## src/verilog/acd_defs.svh

```systemverilog
// Offsets, field positions, reset values and widths for the audio clock divider block.
// Assumes inclusion by bare name from every file that decodes the register map.
`ifndef ACD_DEFS_SVH
`define ACD_DEFS_SVH

`define ACD_ADDR_W        8
`define ACD_DATA_W        8
`define ACD_DIV_W         8

`define ACD_OFF_OSR_DIV   8'h1E
`define ACD_OFF_OFS_DIV   8'h1F
`define ACD_OFF_BCK_DIV   8'h20
`define ACD_OFF_FRM_DIV   8'h21
`define ACD_OFF_MODE      8'h22
`define ACD_OFF_IRQ_FLAG  8'h23
`define ACD_OFF_STATUS    8'h24
`define ACD_OFF_AUTO_CTL  8'h25

`define ACD_RST_OSR_DIV   8'h01
`define ACD_RST_OFS_DIV   8'h04
`define ACD_RST_BCK_DIV   8'h00
`define ACD_RST_FRM_DIV   8'h00
`define ACD_RST_MODE      8'h04
`define ACD_RST_IRQ_FLAG  8'h00
`define ACD_RST_AUTO_CTL  8'h00

`define ACD_SEVEN_MSB     6
`define ACD_INTERP_BIT    4
`define ACD_SPEED_MSB     2
`define ACD_SPEED_LSB     0
`define ACD_FLAG_BIT      0
`define ACD_AUTO_DIS_BIT  1

`define ACD_SPEED_48K     3'h3
`define ACD_SPEED_96K     3'h4
`define ACD_SPEED_32K     3'h7

`define ACD_ST_VALID_BIT  0
`define ACD_ST_AUTO_BIT   1
`define ACD_ST_16X_BIT    2
`define ACD_ST_RATE_LSB   4

`endif

```

## src/verilog/acd_pkg.sv

```systemverilog
// Types shared by the audio clock divider block.
// Assumes nothing beyond a SystemVerilog compiler.
package acd_pkg;

  typedef enum logic [1:0] {
    ACD_RATE_48K,
    ACD_RATE_96K,
    ACD_RATE_32K,
    ACD_RATE_RSVD
  } acd_rate_t;

endpackage : acd_pkg
```

## src/verilog/acd_div_if.sv

```systemverilog
// Carrier between the control logic and one divider instance.
// Assumes all signals are on sys_clk.
`timescale 1ns/1ps
`default_nettype none

interface acd_div_if;
  logic       tick;
  logic [7:0] ratio;
  logic       pulse;

  modport ctrl (output tick, output ratio, input pulse);
  modport div  (input tick, input ratio, output pulse);
endinterface : acd_div_if

`default_nettype wire

```

## src/verilog/acd_clock_config.sv

```systemverilog
// Clock configuration core: divider registers, interpolation and speed mode,
// master bit and frame clock generation, sticky pin-interrupt flag.
// Assumes source and MCLK arrive as one-cycle enables synchronous to sys_clk,
// and the auto-set divider and speed choices come from neighbouring logic.
//
// Function
// - Oversampling clock is source clock divided by seven-bit setting plus one.
// - In auto mode the manual oversampling divider is ignored; internal choice used.
// - Offset calibrator clock is source divided by seven-bit setting plus one.
// - As master, bit clock is MCLK divided by seven-bit setting plus one.
// - As master, frame clock is bit clock divided by eight-bit setting plus one.
// - Interpolation runs 8x when select bit clear, 16x when set.
// - Speed code 011 is 48 kHz, 100 is 88.2-96 kHz, 111 is 32 kHz.
// - Read-only sticky flag captures interrupt pin assertion.
// - Reading the flag register clears flag and interrupt pin.
// - One bit selects auto clock setup when clear, manual fields when set.
`timescale 1ns/1ps
`default_nettype none
`include "acd_defs.svh"

module acd_clock_config (
  input  wire logic                       sys_clk,
  input  wire logic                       rst_b,
  // Register port
  input  wire logic [`ACD_ADDR_W-1:0]     reg_addr,
  input  wire logic [`ACD_DATA_W-1:0]     reg_wdata,
  input  wire logic                       reg_wr,
  input  wire logic                       reg_rd,
  output logic      [`ACD_DATA_W-1:0]     reg_rdata,
  // Clock enables and mode inputs
  input  wire logic                       src_tick,
  input  wire logic                       mclk_tick,
  input  wire logic                       master_mode,
  input  wire logic [6:0]                 auto_osr_div,
  input  wire logic [2:0]                 auto_speed_mode,
  input  wire logic                       irq_event,
  // Derived enables and mode outputs
  output logic                            osr_clk_tick,
  output logic                            ofs_clk_tick,
  output logic                            bitclk_tick,
  output logic                            frameclk_tick,
  output logic                            interp_16x_active,
  output acd_pkg::acd_rate_t              rate_sel,
  output logic                            rate_valid,
  output logic                            auto_mode_active,
  output logic                            irq_pin_out
);

  import acd_pkg::*;

  ////////////////////////////////////////////////////////////////////////////
  // Register storage

  logic [7:0] oversample_clock_divider;
  logic [7:0] offset_calibrator_clock_divider;
  logic [7:0] master_bitclock_divider;
  logic [7:0] master_frameclock_divider;
  logic [7:0] interpolation_and_rate_mode;
  logic [7:0] interrupt_sticky_flag;
  logic [7:0] clock_autoset_control;

  logic       wr_osr;
  logic       wr_ofs;
  logic       wr_bck;
  logic       wr_frm;
  logic       wr_mode;
  logic       wr_flag;
  logic       wr_auto;
  logic       rd_flag;

  logic       pin_irq_sticky_flag;
  logic [6:0] oversample_div_value;
  logic [6:0] offset_cal_div_value;
  logic [6:0] master_bitclk_div_value;
  logic [7:0] master_frameclk_div_value;
  logic       interp_16x_select;
  logic [2:0] sample_rate_speed_mode;
  logic       auto_clock_config_disable;

  logic       auto_on;
  logic [6:0] next_osr_div;
  logic [2:0] next_speed;
  acd_rate_t  next_rate;

  ////////////////////////////////////////////////////////////////////////////
  // Helpers

  function automatic logic hit(input logic [7:0] addr, input logic [7:0] off);
    hit = (addr == off);
  endfunction : hit

  function automatic acd_rate_t rate_decode(input logic [2:0] code);
    unique case (code)
      `ACD_SPEED_48K: rate_decode = ACD_RATE_48K;
      `ACD_SPEED_96K: rate_decode = ACD_RATE_96K;
      `ACD_SPEED_32K: rate_decode = ACD_RATE_32K;
      default:        rate_decode = ACD_RATE_RSVD;
    endcase
  endfunction : rate_decode

  function automatic logic [7:0] widen7(input logic [6:0] v);
    widen7 = {1'b0, v};
  endfunction : widen7

  ////////////////////////////////////////////////////////////////////////////
  // Address decode

  assign wr_osr  = reg_wr && hit(reg_addr, `ACD_OFF_OSR_DIV);
  assign wr_ofs  = reg_wr && hit(reg_addr, `ACD_OFF_OFS_DIV);
  assign wr_bck  = reg_wr && hit(reg_addr, `ACD_OFF_BCK_DIV);
  assign wr_frm  = reg_wr && hit(reg_addr, `ACD_OFF_FRM_DIV);
  assign wr_mode = reg_wr && hit(reg_addr, `ACD_OFF_MODE);
  assign wr_flag = reg_wr && hit(reg_addr, `ACD_OFF_IRQ_FLAG);
  assign wr_auto = reg_wr && hit(reg_addr, `ACD_OFF_AUTO_CTL);
  assign rd_flag = reg_rd && hit(reg_addr, `ACD_OFF_IRQ_FLAG);

  ////////////////////////////////////////////////////////////////////////////
  // Divider registers
  // Reserved top bits are kept as written and read back.

  always_ff @(posedge sys_clk or negedge rst_b) begin
    if (!rst_b) begin
      oversample_clock_divider <= `ACD_RST_OSR_DIV;
    end else if (wr_osr) begin
      oversample_clock_divider <= reg_wdata;
    end
  end

  always_ff @(posedge sys_clk or negedge rst_b) begin
    if (!rst_b) begin
      offset_calibrator_clock_divider <= `ACD_RST_OFS_DIV;
    end else if (wr_ofs) begin
      offset_calibrator_clock_divider <= reg_wdata;
    end
  end

  always_ff @(posedge sys_clk or negedge rst_b) begin
    if (!rst_b) begin
      master_bitclock_divider <= `ACD_RST_BCK_DIV;
    end else if (wr_bck) begin
      master_bitclock_divider <= reg_wdata;
    end
  end

  always_ff @(posedge sys_clk or negedge rst_b) begin
    if (!rst_b) begin
      master_frameclock_divider <= `ACD_RST_FRM_DIV;
    end else if (wr_frm) begin
      master_frameclock_divider <= reg_wdata;
    end
  end

  always_ff @(posedge sys_clk or negedge rst_b) begin
    if (!rst_b) begin
      interpolation_and_rate_mode <= `ACD_RST_MODE;
    end else if (wr_mode) begin
      interpolation_and_rate_mode <= reg_wdata;
    end
  end

  always_ff @(posedge sys_clk or negedge rst_b) begin
    if (!rst_b) begin
      clock_autoset_control <= `ACD_RST_AUTO_CTL;
    end else if (wr_auto) begin
      clock_autoset_control <= reg_wdata;
    end
  end

  assign oversample_div_value      = oversample_clock_divider[`ACD_SEVEN_MSB:0];
  assign offset_cal_div_value      = offset_calibrator_clock_divider[`ACD_SEVEN_MSB:0];
  assign master_bitclk_div_value   = master_bitclock_divider[`ACD_SEVEN_MSB:0];
  assign master_frameclk_div_value = master_frameclock_divider;
  assign interp_16x_select         = interpolation_and_rate_mode[`ACD_INTERP_BIT];
  assign sample_rate_speed_mode    =
    interpolation_and_rate_mode[`ACD_SPEED_MSB:`ACD_SPEED_LSB];
  assign auto_clock_config_disable = clock_autoset_control[`ACD_AUTO_DIS_BIT];

  ////////////////////////////////////////////////////////////////////////////
  // Sticky interrupt flag

  // read clears flag
  // An event in the clearing cycle wins, so no assertion is lost.
  always_ff @(posedge sys_clk or negedge rst_b) begin
    if (!rst_b) begin
      pin_irq_sticky_flag <= 1'b0;
    end else if (irq_event) begin
      pin_irq_sticky_flag <= 1'b1;
    end else if (rd_flag) begin
      pin_irq_sticky_flag <= 1'b0;
    end
  end

  // Reserved upper bits of the flag register are plain storage.
  always_ff @(posedge sys_clk or negedge rst_b) begin
    if (!rst_b) begin
      interrupt_sticky_flag <= `ACD_RST_IRQ_FLAG;
    end else if (wr_flag) begin
      interrupt_sticky_flag <= {reg_wdata[7:1], 1'b0};
    end
  end

  always_ff @(posedge sys_clk or negedge rst_b) begin
    if (!rst_b) begin
      irq_pin_out <= 1'b0;
    end else if (irq_event) begin
      irq_pin_out <= 1'b1;
    end else if (rd_flag) begin
      irq_pin_out <= 1'b0;
    end
  end

  ////////////////////////////////////////////////////////////////////////////
  // Auto or manual selection

  assign auto_on = !auto_clock_config_disable;

  assign next_osr_div = auto_on ? auto_osr_div : oversample_div_value;

  assign next_speed = auto_on ? auto_speed_mode : sample_rate_speed_mode;

  assign next_rate = rate_decode(next_speed);

  always_ff @(posedge sys_clk or negedge rst_b) begin
    if (!rst_b) begin
      rate_sel   <= ACD_RATE_RSVD;
      rate_valid <= 1'b0;
    end else begin
      rate_sel   <= next_rate;
      rate_valid <= (next_rate != ACD_RATE_RSVD);
    end
  end

  always_ff @(posedge sys_clk or negedge rst_b) begin
    if (!rst_b) begin
      interp_16x_active <= 1'b0;
    end else begin
      interp_16x_active <= interp_16x_select;
    end
  end

  always_ff @(posedge sys_clk or negedge rst_b) begin
    if (!rst_b) begin
      auto_mode_active <= 1'b1;
    end else begin
      auto_mode_active <= auto_on;
    end
  end

  ////////////////////////////////////////////////////////////////////////////
  // Dividers

  acd_div_if osr_if ();
  acd_div_if ofs_if ();
  acd_div_if bck_if ();
  acd_div_if frm_if ();

  assign osr_if.tick  = src_tick;
  assign osr_if.ratio = widen7(next_osr_div);

  assign ofs_if.tick  = src_tick;
  assign ofs_if.ratio = widen7(offset_cal_div_value);

  // master bit clock
  // Idle outside master mode; the count holds and resumes where it stopped.
  assign bck_if.tick  = mclk_tick && master_mode;
  assign bck_if.ratio = widen7(master_bitclk_div_value);

  assign frm_if.tick  = bck_if.pulse && master_mode;
  assign frm_if.ratio = master_frameclk_div_value;

  acd_divider u_osr_div (
    .sys_clk (sys_clk),
    .rst_b   (rst_b),
    .dv      (osr_if.div)
  );

  acd_divider u_ofs_div (
    .sys_clk (sys_clk),
    .rst_b   (rst_b),
    .dv      (ofs_if.div)
  );

  acd_divider u_bck_div (
    .sys_clk (sys_clk),
    .rst_b   (rst_b),
    .dv      (bck_if.div)
  );

  acd_divider u_frm_div (
    .sys_clk (sys_clk),
    .rst_b   (rst_b),
    .dv      (frm_if.div)
  );

  assign osr_clk_tick  = osr_if.pulse;
  assign ofs_clk_tick  = ofs_if.pulse;
  assign bitclk_tick   = bck_if.pulse;
  assign frameclk_tick = frm_if.pulse;

  ////////////////////////////////////////////////////////////////////////////
  // Read data
  // Registered one cycle after the strobe; unmapped addresses read zero.

  always_ff @(posedge sys_clk or negedge rst_b) begin
    if (!rst_b) begin
      reg_rdata <= 8'h00;
    end else if (reg_rd) begin
      unique case (reg_addr)
        `ACD_OFF_OSR_DIV:  reg_rdata <= oversample_clock_divider;
        `ACD_OFF_OFS_DIV:  reg_rdata <= offset_calibrator_clock_divider;
        `ACD_OFF_BCK_DIV:  reg_rdata <= master_bitclock_divider;
        `ACD_OFF_FRM_DIV:  reg_rdata <= master_frameclock_divider;
        `ACD_OFF_MODE:     reg_rdata <= interpolation_and_rate_mode;
        `ACD_OFF_IRQ_FLAG: reg_rdata <= {interrupt_sticky_flag[7:1],
                                         pin_irq_sticky_flag};
        `ACD_OFF_STATUS:   reg_rdata <= {2'h0, rate_sel, 1'b0,
                                         interp_16x_active,
                                         auto_mode_active, rate_valid};
        `ACD_OFF_AUTO_CTL: reg_rdata <= clock_autoset_control;
        default:           reg_rdata <= 8'h00;
      endcase
    end else begin
      reg_rdata <= 8'h00;
    end
  end

endmodule : acd_clock_config

`default_nettype wire

```

## src/verilog/acd_divider.sv

```systemverilog
// Programmable divider of an enable stream; emits one pulse per period.
// Assumes tick is a one-cycle enable on sys_clk; ratio is divide value minus one.
`timescale 1ns/1ps
`default_nettype none

module acd_divider (
  input  wire logic sys_clk,
  input  wire logic rst_b,
  acd_div_if.div    dv
);

  logic [7:0] count;
  logic [7:0] active_ratio;

  ////////////////////////////////////////////////////////////////////////////
  // boundary-only reload
  // A new ratio is taken only when a period ends, so no short pulse appears.
  always_ff @(posedge sys_clk or negedge rst_b) begin
    if (!rst_b) begin
      count        <= 8'h00;
      active_ratio <= 8'h00;
    end else if (dv.tick) begin
      if (count >= active_ratio) begin
        count        <= 8'h00;
        active_ratio <= dv.ratio;
      end else begin
        count <= count + 8'h01;
      end
    end
  end

  always_ff @(posedge sys_clk or negedge rst_b) begin
    if (!rst_b) begin
      dv.pulse <= 1'b0;
    end else begin
      dv.pulse <= dv.tick && (count >= active_ratio);
    end
  end

endmodule : acd_divider

`default_nettype wire

```

## config.mk

```make
export PLATFORM = sky130hd
export DESIGN_NAME = acd_clock_config
export DESIGN_NICKNAME = d
export VERILOG_FILES = /design/src/verilog/acd_pkg.sv /design/src/verilog/acd_div_if.sv /design/src/verilog/acd_clock_config.sv /design/src/verilog/acd_divider.sv
export VERILOG_INCLUDE_DIRS = /design/src /design/src/verilog
export SDC_FILE = /design/constraint.sdc
export NUM_CORES = 1
export LEC_CHECK = 0
export ABC_AREA = 0
export BUFFER_PORTS_ARGS = -buffer_cell sky130_fd_sc_hd__buf_2
export CAP_MARGIN = 20
export CORE_UTILIZATION = 43
export DETAILED_ROUTE_END_ITERATION = 6
export GPL_TIMING_DRIVEN = 0
export PLACE_DENSITY = 0.61
export SLEW_MARGIN = 25
export SYNTH_ARGS = -nofsm -noshare
export SYNTH_HDL_FRONTEND = slang
export SYNTH_SLANG_ARGS = --single-unit
```

## constraint.sdc

```tcl
create_clock -name sys_clk -period 2.6 [get_ports sys_clk]
set_input_delay 0 -clock sys_clk [delete_from_list [all_inputs] [get_ports sys_clk]]
set_output_delay 0 -clock sys_clk [all_outputs]
set_load 0.01 [all_outputs]
```

==> key figures, run 1 <==
Floorplanning
  • Die area: 16200 um2
  • Top Ports: 52
  • Cell Rows: 45
  • Initial Util: 0.441
  • Die Span Y: 127 um
  • Width of the die: 127 um
  • Core footprint: 15300 um2

Place
  • Number of port buffers: 49
  • GP Congestion: 0.833
  • Place WS: 0.386 ns
  • Inst Count DP: 856
  • Post-DP HPWL: 10900 um

Critical path
  • Critical path's largest stage delay: 0.43 ns
  • Crit path max-delay family: compound AO/OA/AOI/OAI gates
  • Crit end category: flop
  • Startpoint Class: flop
  • Worst path bufs/invs: 2
  • Crit path cell chain: inv_1 > ha_1 > nand2b_1 > a31oi_1 > o21ai_0 > clkbuf_1 > o21ai_0 > a22o_1
  • R2R Path Start: u_ofs_div.count[0]
  • Critical path type: flop to flop
  • Crit path max-delay cell type: dfrtp_1
  • Flop2flop setup slack: 0.35 ns
  • CP Launch Point: u_ofs_div.count[0]
  • Critical Path RT: 2.91 ns
  • Critical path fanouts, max: 10
  • Cell mode on critical path: o21ai_0
  • Worst Path Arrival: 2.56 ns

Layout
  • Proportion of layout cells with a drive suffix above 1: 0.263
  • Diode count: 0
  • NumNets Final: 754
  • Synthesis-to-finish area growth: 20.6%
  • Post-route insts no fill: 911

Global route
  • Vias in the first global route: 4804
  • Grt ovf: 0
  • Antenna violations before repair: 0
  • All-Layer GR Usage: 0.202
  • First-pass GRT wire length: 25000 um
  • Largest net degree at the start of global routing: 95

Timing
  • Final hold viol count: 0
  • Setup ws final: 0.347 ns
  • Max Clock Skew: 0.00713 ns
  • Relative slew slack: 0.479
  • RSZ-0062 raised after global routing: no
  • Tmin final: 2.25 ns
  • Max Clk Rate: 444 MHz
  • Final setup viols: 0
  • Final Cycle Share: 0.866
  • Slew Limit Fails: 0
  • Slew at the pin with the worst max-slew slack: 0.774 ns

Power
  • Peak supply drop: 553 uV
  • P_leak: 0.00390 uW
  • PD cells: 775 nW/um2

Run
  • Max-cap violations: 0

Synth
  • Async set-reset flop share out of synthesis: 1.00
  • YS warnings: 0
  • Syn Area/Cell: 11.3 um2
  • Net Count, Synth: 662
  • Top cells by area, synth: dfrtp_1 (48%), mux2_2 (11%), ha_1 (6.1%)
  • Top cell type by total area after synthesis: dfrtp_1
  • Sequential share of the synthesized area: 0.499
  • Synth top area share: 0.476
  • Register bit count reported by yosys: 134
  • Main synth FF type: dfrtp_1
  • Mapped Cells: 595
  • Unique cell type count in the Yosys netlist: 56
  • Mapped cell area: 6730 um2
  • EDFF count, synth: 0

Clock network
  • CTS buffer count: 17
  • CTS tree: done
  • Setup Buffers After CTS: 0
  • Clock Latency Late Sink: 0.43 ns
  • Clock root cell: clkbuf_16
  • Clock sinks: 134
  • Clock Tree Buf Depth: 2
  • Reg clk slew, reported paths: 0.06 ns
  • H-tree depth: 4

Routing
  • Iteration-0 DRC count of the detailed router: 277
  • DR vias: 4864
  • DR pass1 iterations: 4
  • Post-route ant nets: 0
  • Routed WL per cell: 16.5 um
  • DRC errors left: 0
  • Routed vias/inst: 5.34
  • Total routed wirelength: 15100 um

Hold path
  • HP Class: primary input to async pin

Run status
  • Status: completed
-- synth_stat cells, types with 2 or more instances --
| library cell | number |
|---|---|
| mux4_2 | 2 |
| o2bb2ai_1 | 8 |
| a21oi_1 | 26 |
| a2bb2oi_1 | 3 |
| nor2b_1 | 5 |
| nand4_1 | 10 |
| xor2_1 | 6 |
| nor2_1 | 32 |
| nand2b_1 | 9 |
| or3_1 | 2 |
| dfrtp_1 | 128 |
| and2_1 | 4 |
| dfstp_2 | 6 |
| o21ai_0 | 33 |
| clkbuf_1 | 11 |
| nor3b_4 | 2 |
| ha_1 | 33 |
| and3_1 | 11 |
| o22ai_1 | 7 |
| a211oi_1 | 3 |
| mux2_4 | 8 |
| a21o_1 | 6 |
| nand2_1 | 36 |
| a31oi_1 | 4 |
| mux2_2 | 64 |
| a22oi_1 | 7 |
| a22o_1 | 4 |
| nor3_1 | 4 |
| o211ai_1 | 2 |
| xnor2_1 | 4 |
| mux2i_1 | 19 |
| buf_6 | 3 |
| nand3_1 | 29 |
| inv_1 | 36 |
| buf_2 | 7 |
-- area by class of cell --
class	count	area [um2]
Fill cell	1315	7130
Tap cell	211	264
Buffer	21	110
Timing Repair Buffer	73	513
Multi-Input combinational cell	403	3120
Clock buffer	18	429
Clock inverter	14	184
Inverter	37	139
Sequential cell	134	3360
-- sequential cells by signal, summed over array words and instances, names as in the netlist, 2 cells and up --
name / cells
u_bck_div.count: 8
u_bck_div.active_ratio: 7
clock_autoset_control: 8
u_osr_div.count: 8
reg_rdata: 8
oversample_clock_divider: 8
u_osr_div.active_ratio: 7
u_ofs_div.active_ratio: 7
master_bitclock_divider: 8
u_frm_div.count: 8
offset_calibrator_clock_divider: 8
rate_sel: 2
interrupt_sticky_flag: 7
frm_if.ratio: 8
u_ofs_div.count: 8
u_frm_div.active_ratio: 8
interpolation_and_rate_mode: 8
-- through the flow --
stage / TNS, ns / utilization / power (uW) / area (um2) / hold slack (ns)
3_3_place_gp: -31.82 / 0.475 / 3720 / 7240 / 0.183
6_report: 0 / 0.532 / 6300 / 8120 / 0.0447
2_1_floorplan: 0 / - / 3420 / 6730 / -0.296
4_1_cts: 0 / 0.532 / 6340 / 8120 / 0.00848
5_1_grt: 0 / 0.532 / 6640 / 8120 / 0.0577
3_5_place_dp: 0 / 0.477 / 3790 / 7280 / -0.0943
-- cells by family after synthesis --
kind of cell | share of synthesized area
AOI/OAI and AO/OA | 0.106
adders and majority gates | 0.0613
muxes | 0.161
DFF | 0.499
and+or+nand+nor | 0.122
xor gates and xnor gates | 0.0130
buffers and inverters | 0.0370
-- cells in the final DEF (no fill, tap or decap), types with 8 or more instances in the layout --
master / Yosys / final
inv_1: 36 / 36
dfrtp_1: 128 / 128
mux2i_1: 19 / 19
nand4_1: 10 / 10
dlygate4sd3_1: 0 / 23
nand2_1: 36 / 36
ha_1: 33 / 33
o21ai_0: 33 / 33
a21oi_1: 26 / 26
buf_2: 7 / 55
nor2_1: 32 / 32
mux2_4: 8 / 8
mux2_2: 64 / 64
nand3_1: 29 / 29
and3_1: 11 / 11
o2bb2ai_1: 8 / 8
nand2b_1: 9 / 9
clkbuf_1: 11 / 12
clkbuf_16: 0 / 17
-- per-layer routing --
layer  vias to the layer above  part of all wire  global-route usage
li1                       2317                 -                   -
met1                      2406              0.50               0.294
met2                       123              0.43               0.293
met3                        18             0.054              0.0482
met4                         0             0.018              0.0749
met5                         -                 0                   0
-- path summary, 6_finish.rpt --
path	to	cells after the start
worst max-delay path	u_ofs_div.count[3]	8
worst min-delay path	u_bck_div.count[6]	2
worst max register to register	u_ofs_div.count[3]	8
worst min register to register	interp_16x_active	0
max in group asynchronous	oversample_clock_divider[6]	3
min in group sys_clk	rate_sel[1]	4
-- repair_timing --
action	in CTS	in global routing
endpoints found under the hold margin	204	0
resized for setup	0	0
hold buffers	23	0
-- where the power goes --
group	internal [uW]	total [uW]	switching, uW	leakage, uW
Sequential	2350	2600	255	0.00172
Combinational	540	1180	641	0.00189
Clock	1590	2510	918	0.000291
Total	4480	6300	1810	0.00390
No activity file was read; power rests on OpenSTA's default activity.
==> run 2, diff against run 1 <==
--- a/config.mk
+++ b/config.mk
@@ -9,10 +9,12 @@
 export ABC_AREA = 0
 export BUFFER_PORTS_ARGS = -buffer_cell sky130_fd_sc_hd__buf_2
 export CAP_MARGIN = 20
-export CORE_UTILIZATION = 43
+export CELL_PAD_IN_SITES_DETAIL_PLACEMENT = 0
+export CELL_PAD_IN_SITES_GLOBAL_PLACEMENT = 2
+export CORE_UTILIZATION = 41
 export DETAILED_ROUTE_END_ITERATION = 6
 export GPL_TIMING_DRIVEN = 0
-export PLACE_DENSITY = 0.61
+export PLACE_DENSITY_LB_ADDON = 0.08
 export SLEW_MARGIN = 25
 export SYNTH_ARGS = -nofsm -noshare
 export SYNTH_HDL_FRONTEND = slang
==> key figures, run 2 (same netlist as run 1, synthesis figures left out) <==
Power
  • PD cells: 756 nW/um2 (-2.4%)
  • Comb pwr share: 0.195 (+0.007)
  • P_leak: 0.00389 uW (-0.12%)
  • Clock group share of total power: 0.379 (-0.020)
  • Peak supply drop: 436 uV (-21%)
  • Sw Ratio: 0.287 (-0.000851)
  • Seq pwr share: 0.427 (+0.013)
  • P_sw: 1760 uW (-3.0%)
  • Power Internal: 4360 uW (-2.6%)

Critical path
  • FF-to-FF path depth: 8 (unchanged)
  • Crit end category: flop
  • Startpoint Class: flop
  • Worst Path Arrival: 2.51 ns (-0.05 ns)
  • Worst R2R End: u_ofs_div.count[4]
  • Critical Path RT: 2.90 ns (about the same)
  • Critical path fanouts, max: 10 (unchanged)
  • R2R Path Start: u_ofs_div.count[0]
  • Critical path type: flop to flop
  • Flop2flop setup slack: 0.39 ns (+0.04 ns)

Floorplanning
  • Initial Util: 0.422 (-0.0189)
  • Core footprint: 15900 um2 (+4.5%)
  • Cell Rows: 46 (+2.2%)
  • Top Ports: 52 (unchanged)
  • Width of the die: 130 um (+2.4%)
  • Die area: 16900 um2 (+4.8%)
  • Die Span Y: 130 um (+2.4%)

Clock network
  • Clock Tree Buf Depth: 2 (unchanged)
  • Clock root cell: clkbuf_16
  • H-tree depth: 4 (unchanged)
  • CTS tree: done
  • Clock sinks: 134 (unchanged)
  • CTS Hold Bufs: 24 (+4.3%)
  • Post_cts resized: 0 (unchanged)
  • Setup Buffers After CTS: 0 (unchanged)
  • Reg clk slew, reported paths: 0.06 ns (about the same)
  • CTS buffer count: 17 (unchanged)
  • Clock Latency Late Sink: 0.41 ns (-0.02 ns)

Timing
  • Relative slew slack: 0.560 (+0.0813)
  • Final setup viols: 0 (unchanged)
  • Tmin final: 2.21 ns (-0.0393 ns)
  • Max Clk Rate: 452 MHz (+1.8%)
  • Slew at the pin with the worst max-slew slack: 0.653 ns (-0.121 ns)
  • Final Cycle Share: 0.851 (-0.0151)
  • Final hold viol count: 0 (unchanged)
  • Max Clock Skew: 0.00775 ns (+0.000622 ns)
  • RSZ-0062 raised after global routing: no
  • Slew Limit Fails: 0 (unchanged)
  • Worst hold slack: 0.152 ns (+0.107 ns)

Global route
  • Antenna violations before repair: 0 (unchanged)
  • All-Layer GR Usage: 0.207 (+0.00441)
  • Largest net degree at the start of global routing: 77 (-19%)
  • Vias in the first global route: 4787 (-0.35%)
  • Grt ovf: 0 (unchanged)
  • First-pass GRT wire length: 25900 um (+3.8%)

Place
  • Number of port buffers: 49 (unchanged)
  • GP Congestion: 0.782 (-6.1%)
  • Placed Area: 7290 um2 (about the same)
  • Post-DP HPWL: 11400 um (+5.2%)

Layout
  • Diode count: 0 (unchanged)
  • Final Util: 0.508 (-0.0245)
  • Leading cell type in the layout, fill and taps excluded: dfrtp_1
  • NumNets Final: 756 (+0.27%)
  • Synthesis-to-finish area growth: 20.3%
  • Most frequent cells in the layout: dfrtp_1 (128), mux2_2 (64), buf_2 (55)
  • Fin area: 8100 um2 (-0.32%)
  • Proportion of layout cells with a drive suffix above 1: 0.254 (-0.00857)

Routing
  • Routed WL per cell: 17.5 um (+5.7%)
  • Post-route ant nets: 0 (unchanged)
  • Total routed wirelength: 16000 um (+6.3%)
  • DR vias: 4791 (-1.5%)
  • DRC errors left: 0 (unchanged)
  • Routed vias/inst: 5.23 (-2.0%)
  • DR pass1 iterations: 4 (unchanged)
  • Iteration-0 DRC count of the detailed router: 272 (-1.8%)

Hold path
  • Hold Startpoint: reg_addr[1]
  • HP Class: primary input to flop
  • Hold Crit Endpoint: master_bitclock_divider[1]
  • Worst hold path depth: 4

Run
  • Max-cap violations: 0 (unchanged)

Run status
  • Status: completed
[run 2: final cells by class]
type / count / area, um2
Fill cell: 1470 / 7850
Tap cell: 216 / 270
Clock inverter: 5 / 75.1
Timing Repair Buffer: 75 / 533
Multi-Input combinational cell: 403 / 3120
Inverter: 37 / 139
Clock buffer: 25 / 485
Buffer: 21 / 110
Sequential cell: 134 / 3360
[run 2: routing by layer]
metal  share of wire  GRT usage
met1            0.53      0.314
met2            0.42      0.288
met3           0.037     0.0508
met4          0.0083     0.0575
met5               0          0
[run 2: worst max path at each step]
| stage | startpoint | endpoint | slack (ns) |
|---|---|---|---|
| after floorplan | u_frm_div.count[7] | u_frm_div.active_ratio[0] | 0.58 |
| after global placement | rst_b | u_frm_div.count[7] | -0.31 |
| after detailed placement | u_ofs_div.count[0] | u_ofs_div.count[4] | 0.36 |
| after CTS | u_ofs_div.count[0] | u_ofs_div.count[4] | 0.36 |
| after global routing | u_ofs_div.count[0] | u_ofs_div.count[4] | 0.17 |
| final | u_ofs_div.count[0] | u_ofs_div.count[4] | 0.39 |
[run 2: critical path, stage by stage, from the launching register on]
cell and delay [ns]:
dfrtp_1 0.43, inv_1 0.09, ha_1 0.27, nand2b_1 0.09
a31oi_1 0.09, o21ai_0 0.28, clkbuf_1 0.41, o21ai_0 0.18
a22o_1 0.26
[run 2: power groups by stage]
stage / Clock [uW] / Sequential (uW) / Combinational (uW)
global route: 2460 / 2660 / 1370
floorplan: 0 / 2560 / 857
detailed placement: 0 / 2640 / 1170
global placement: 0 / 2640 / 1120
finish: 2320 / 2610 / 1190
CTS: 2380 / 2610 / 1200
[run 2: metrics by stage]
| step | setup TNS (ns) | total power, uW | setup WS (ns) | instances |
|---|---|---|---|---|
| 4_1_cts | 0 | 6190 | 0.360 | 915 |
| 3_5_place_dp | 0 | 3810 | 0.357 | 861 |
| 3_3_place_gp | -38.30 | 3760 | -0.311 | 860 |
| 2_1_floorplan | 0 | 3420 | 0.580 | 595 |
| 6_report | 0 | 6120 | 0.386 | 916 |
| 5_1_grt | 0 | 6490 | 0.170 | 916 |
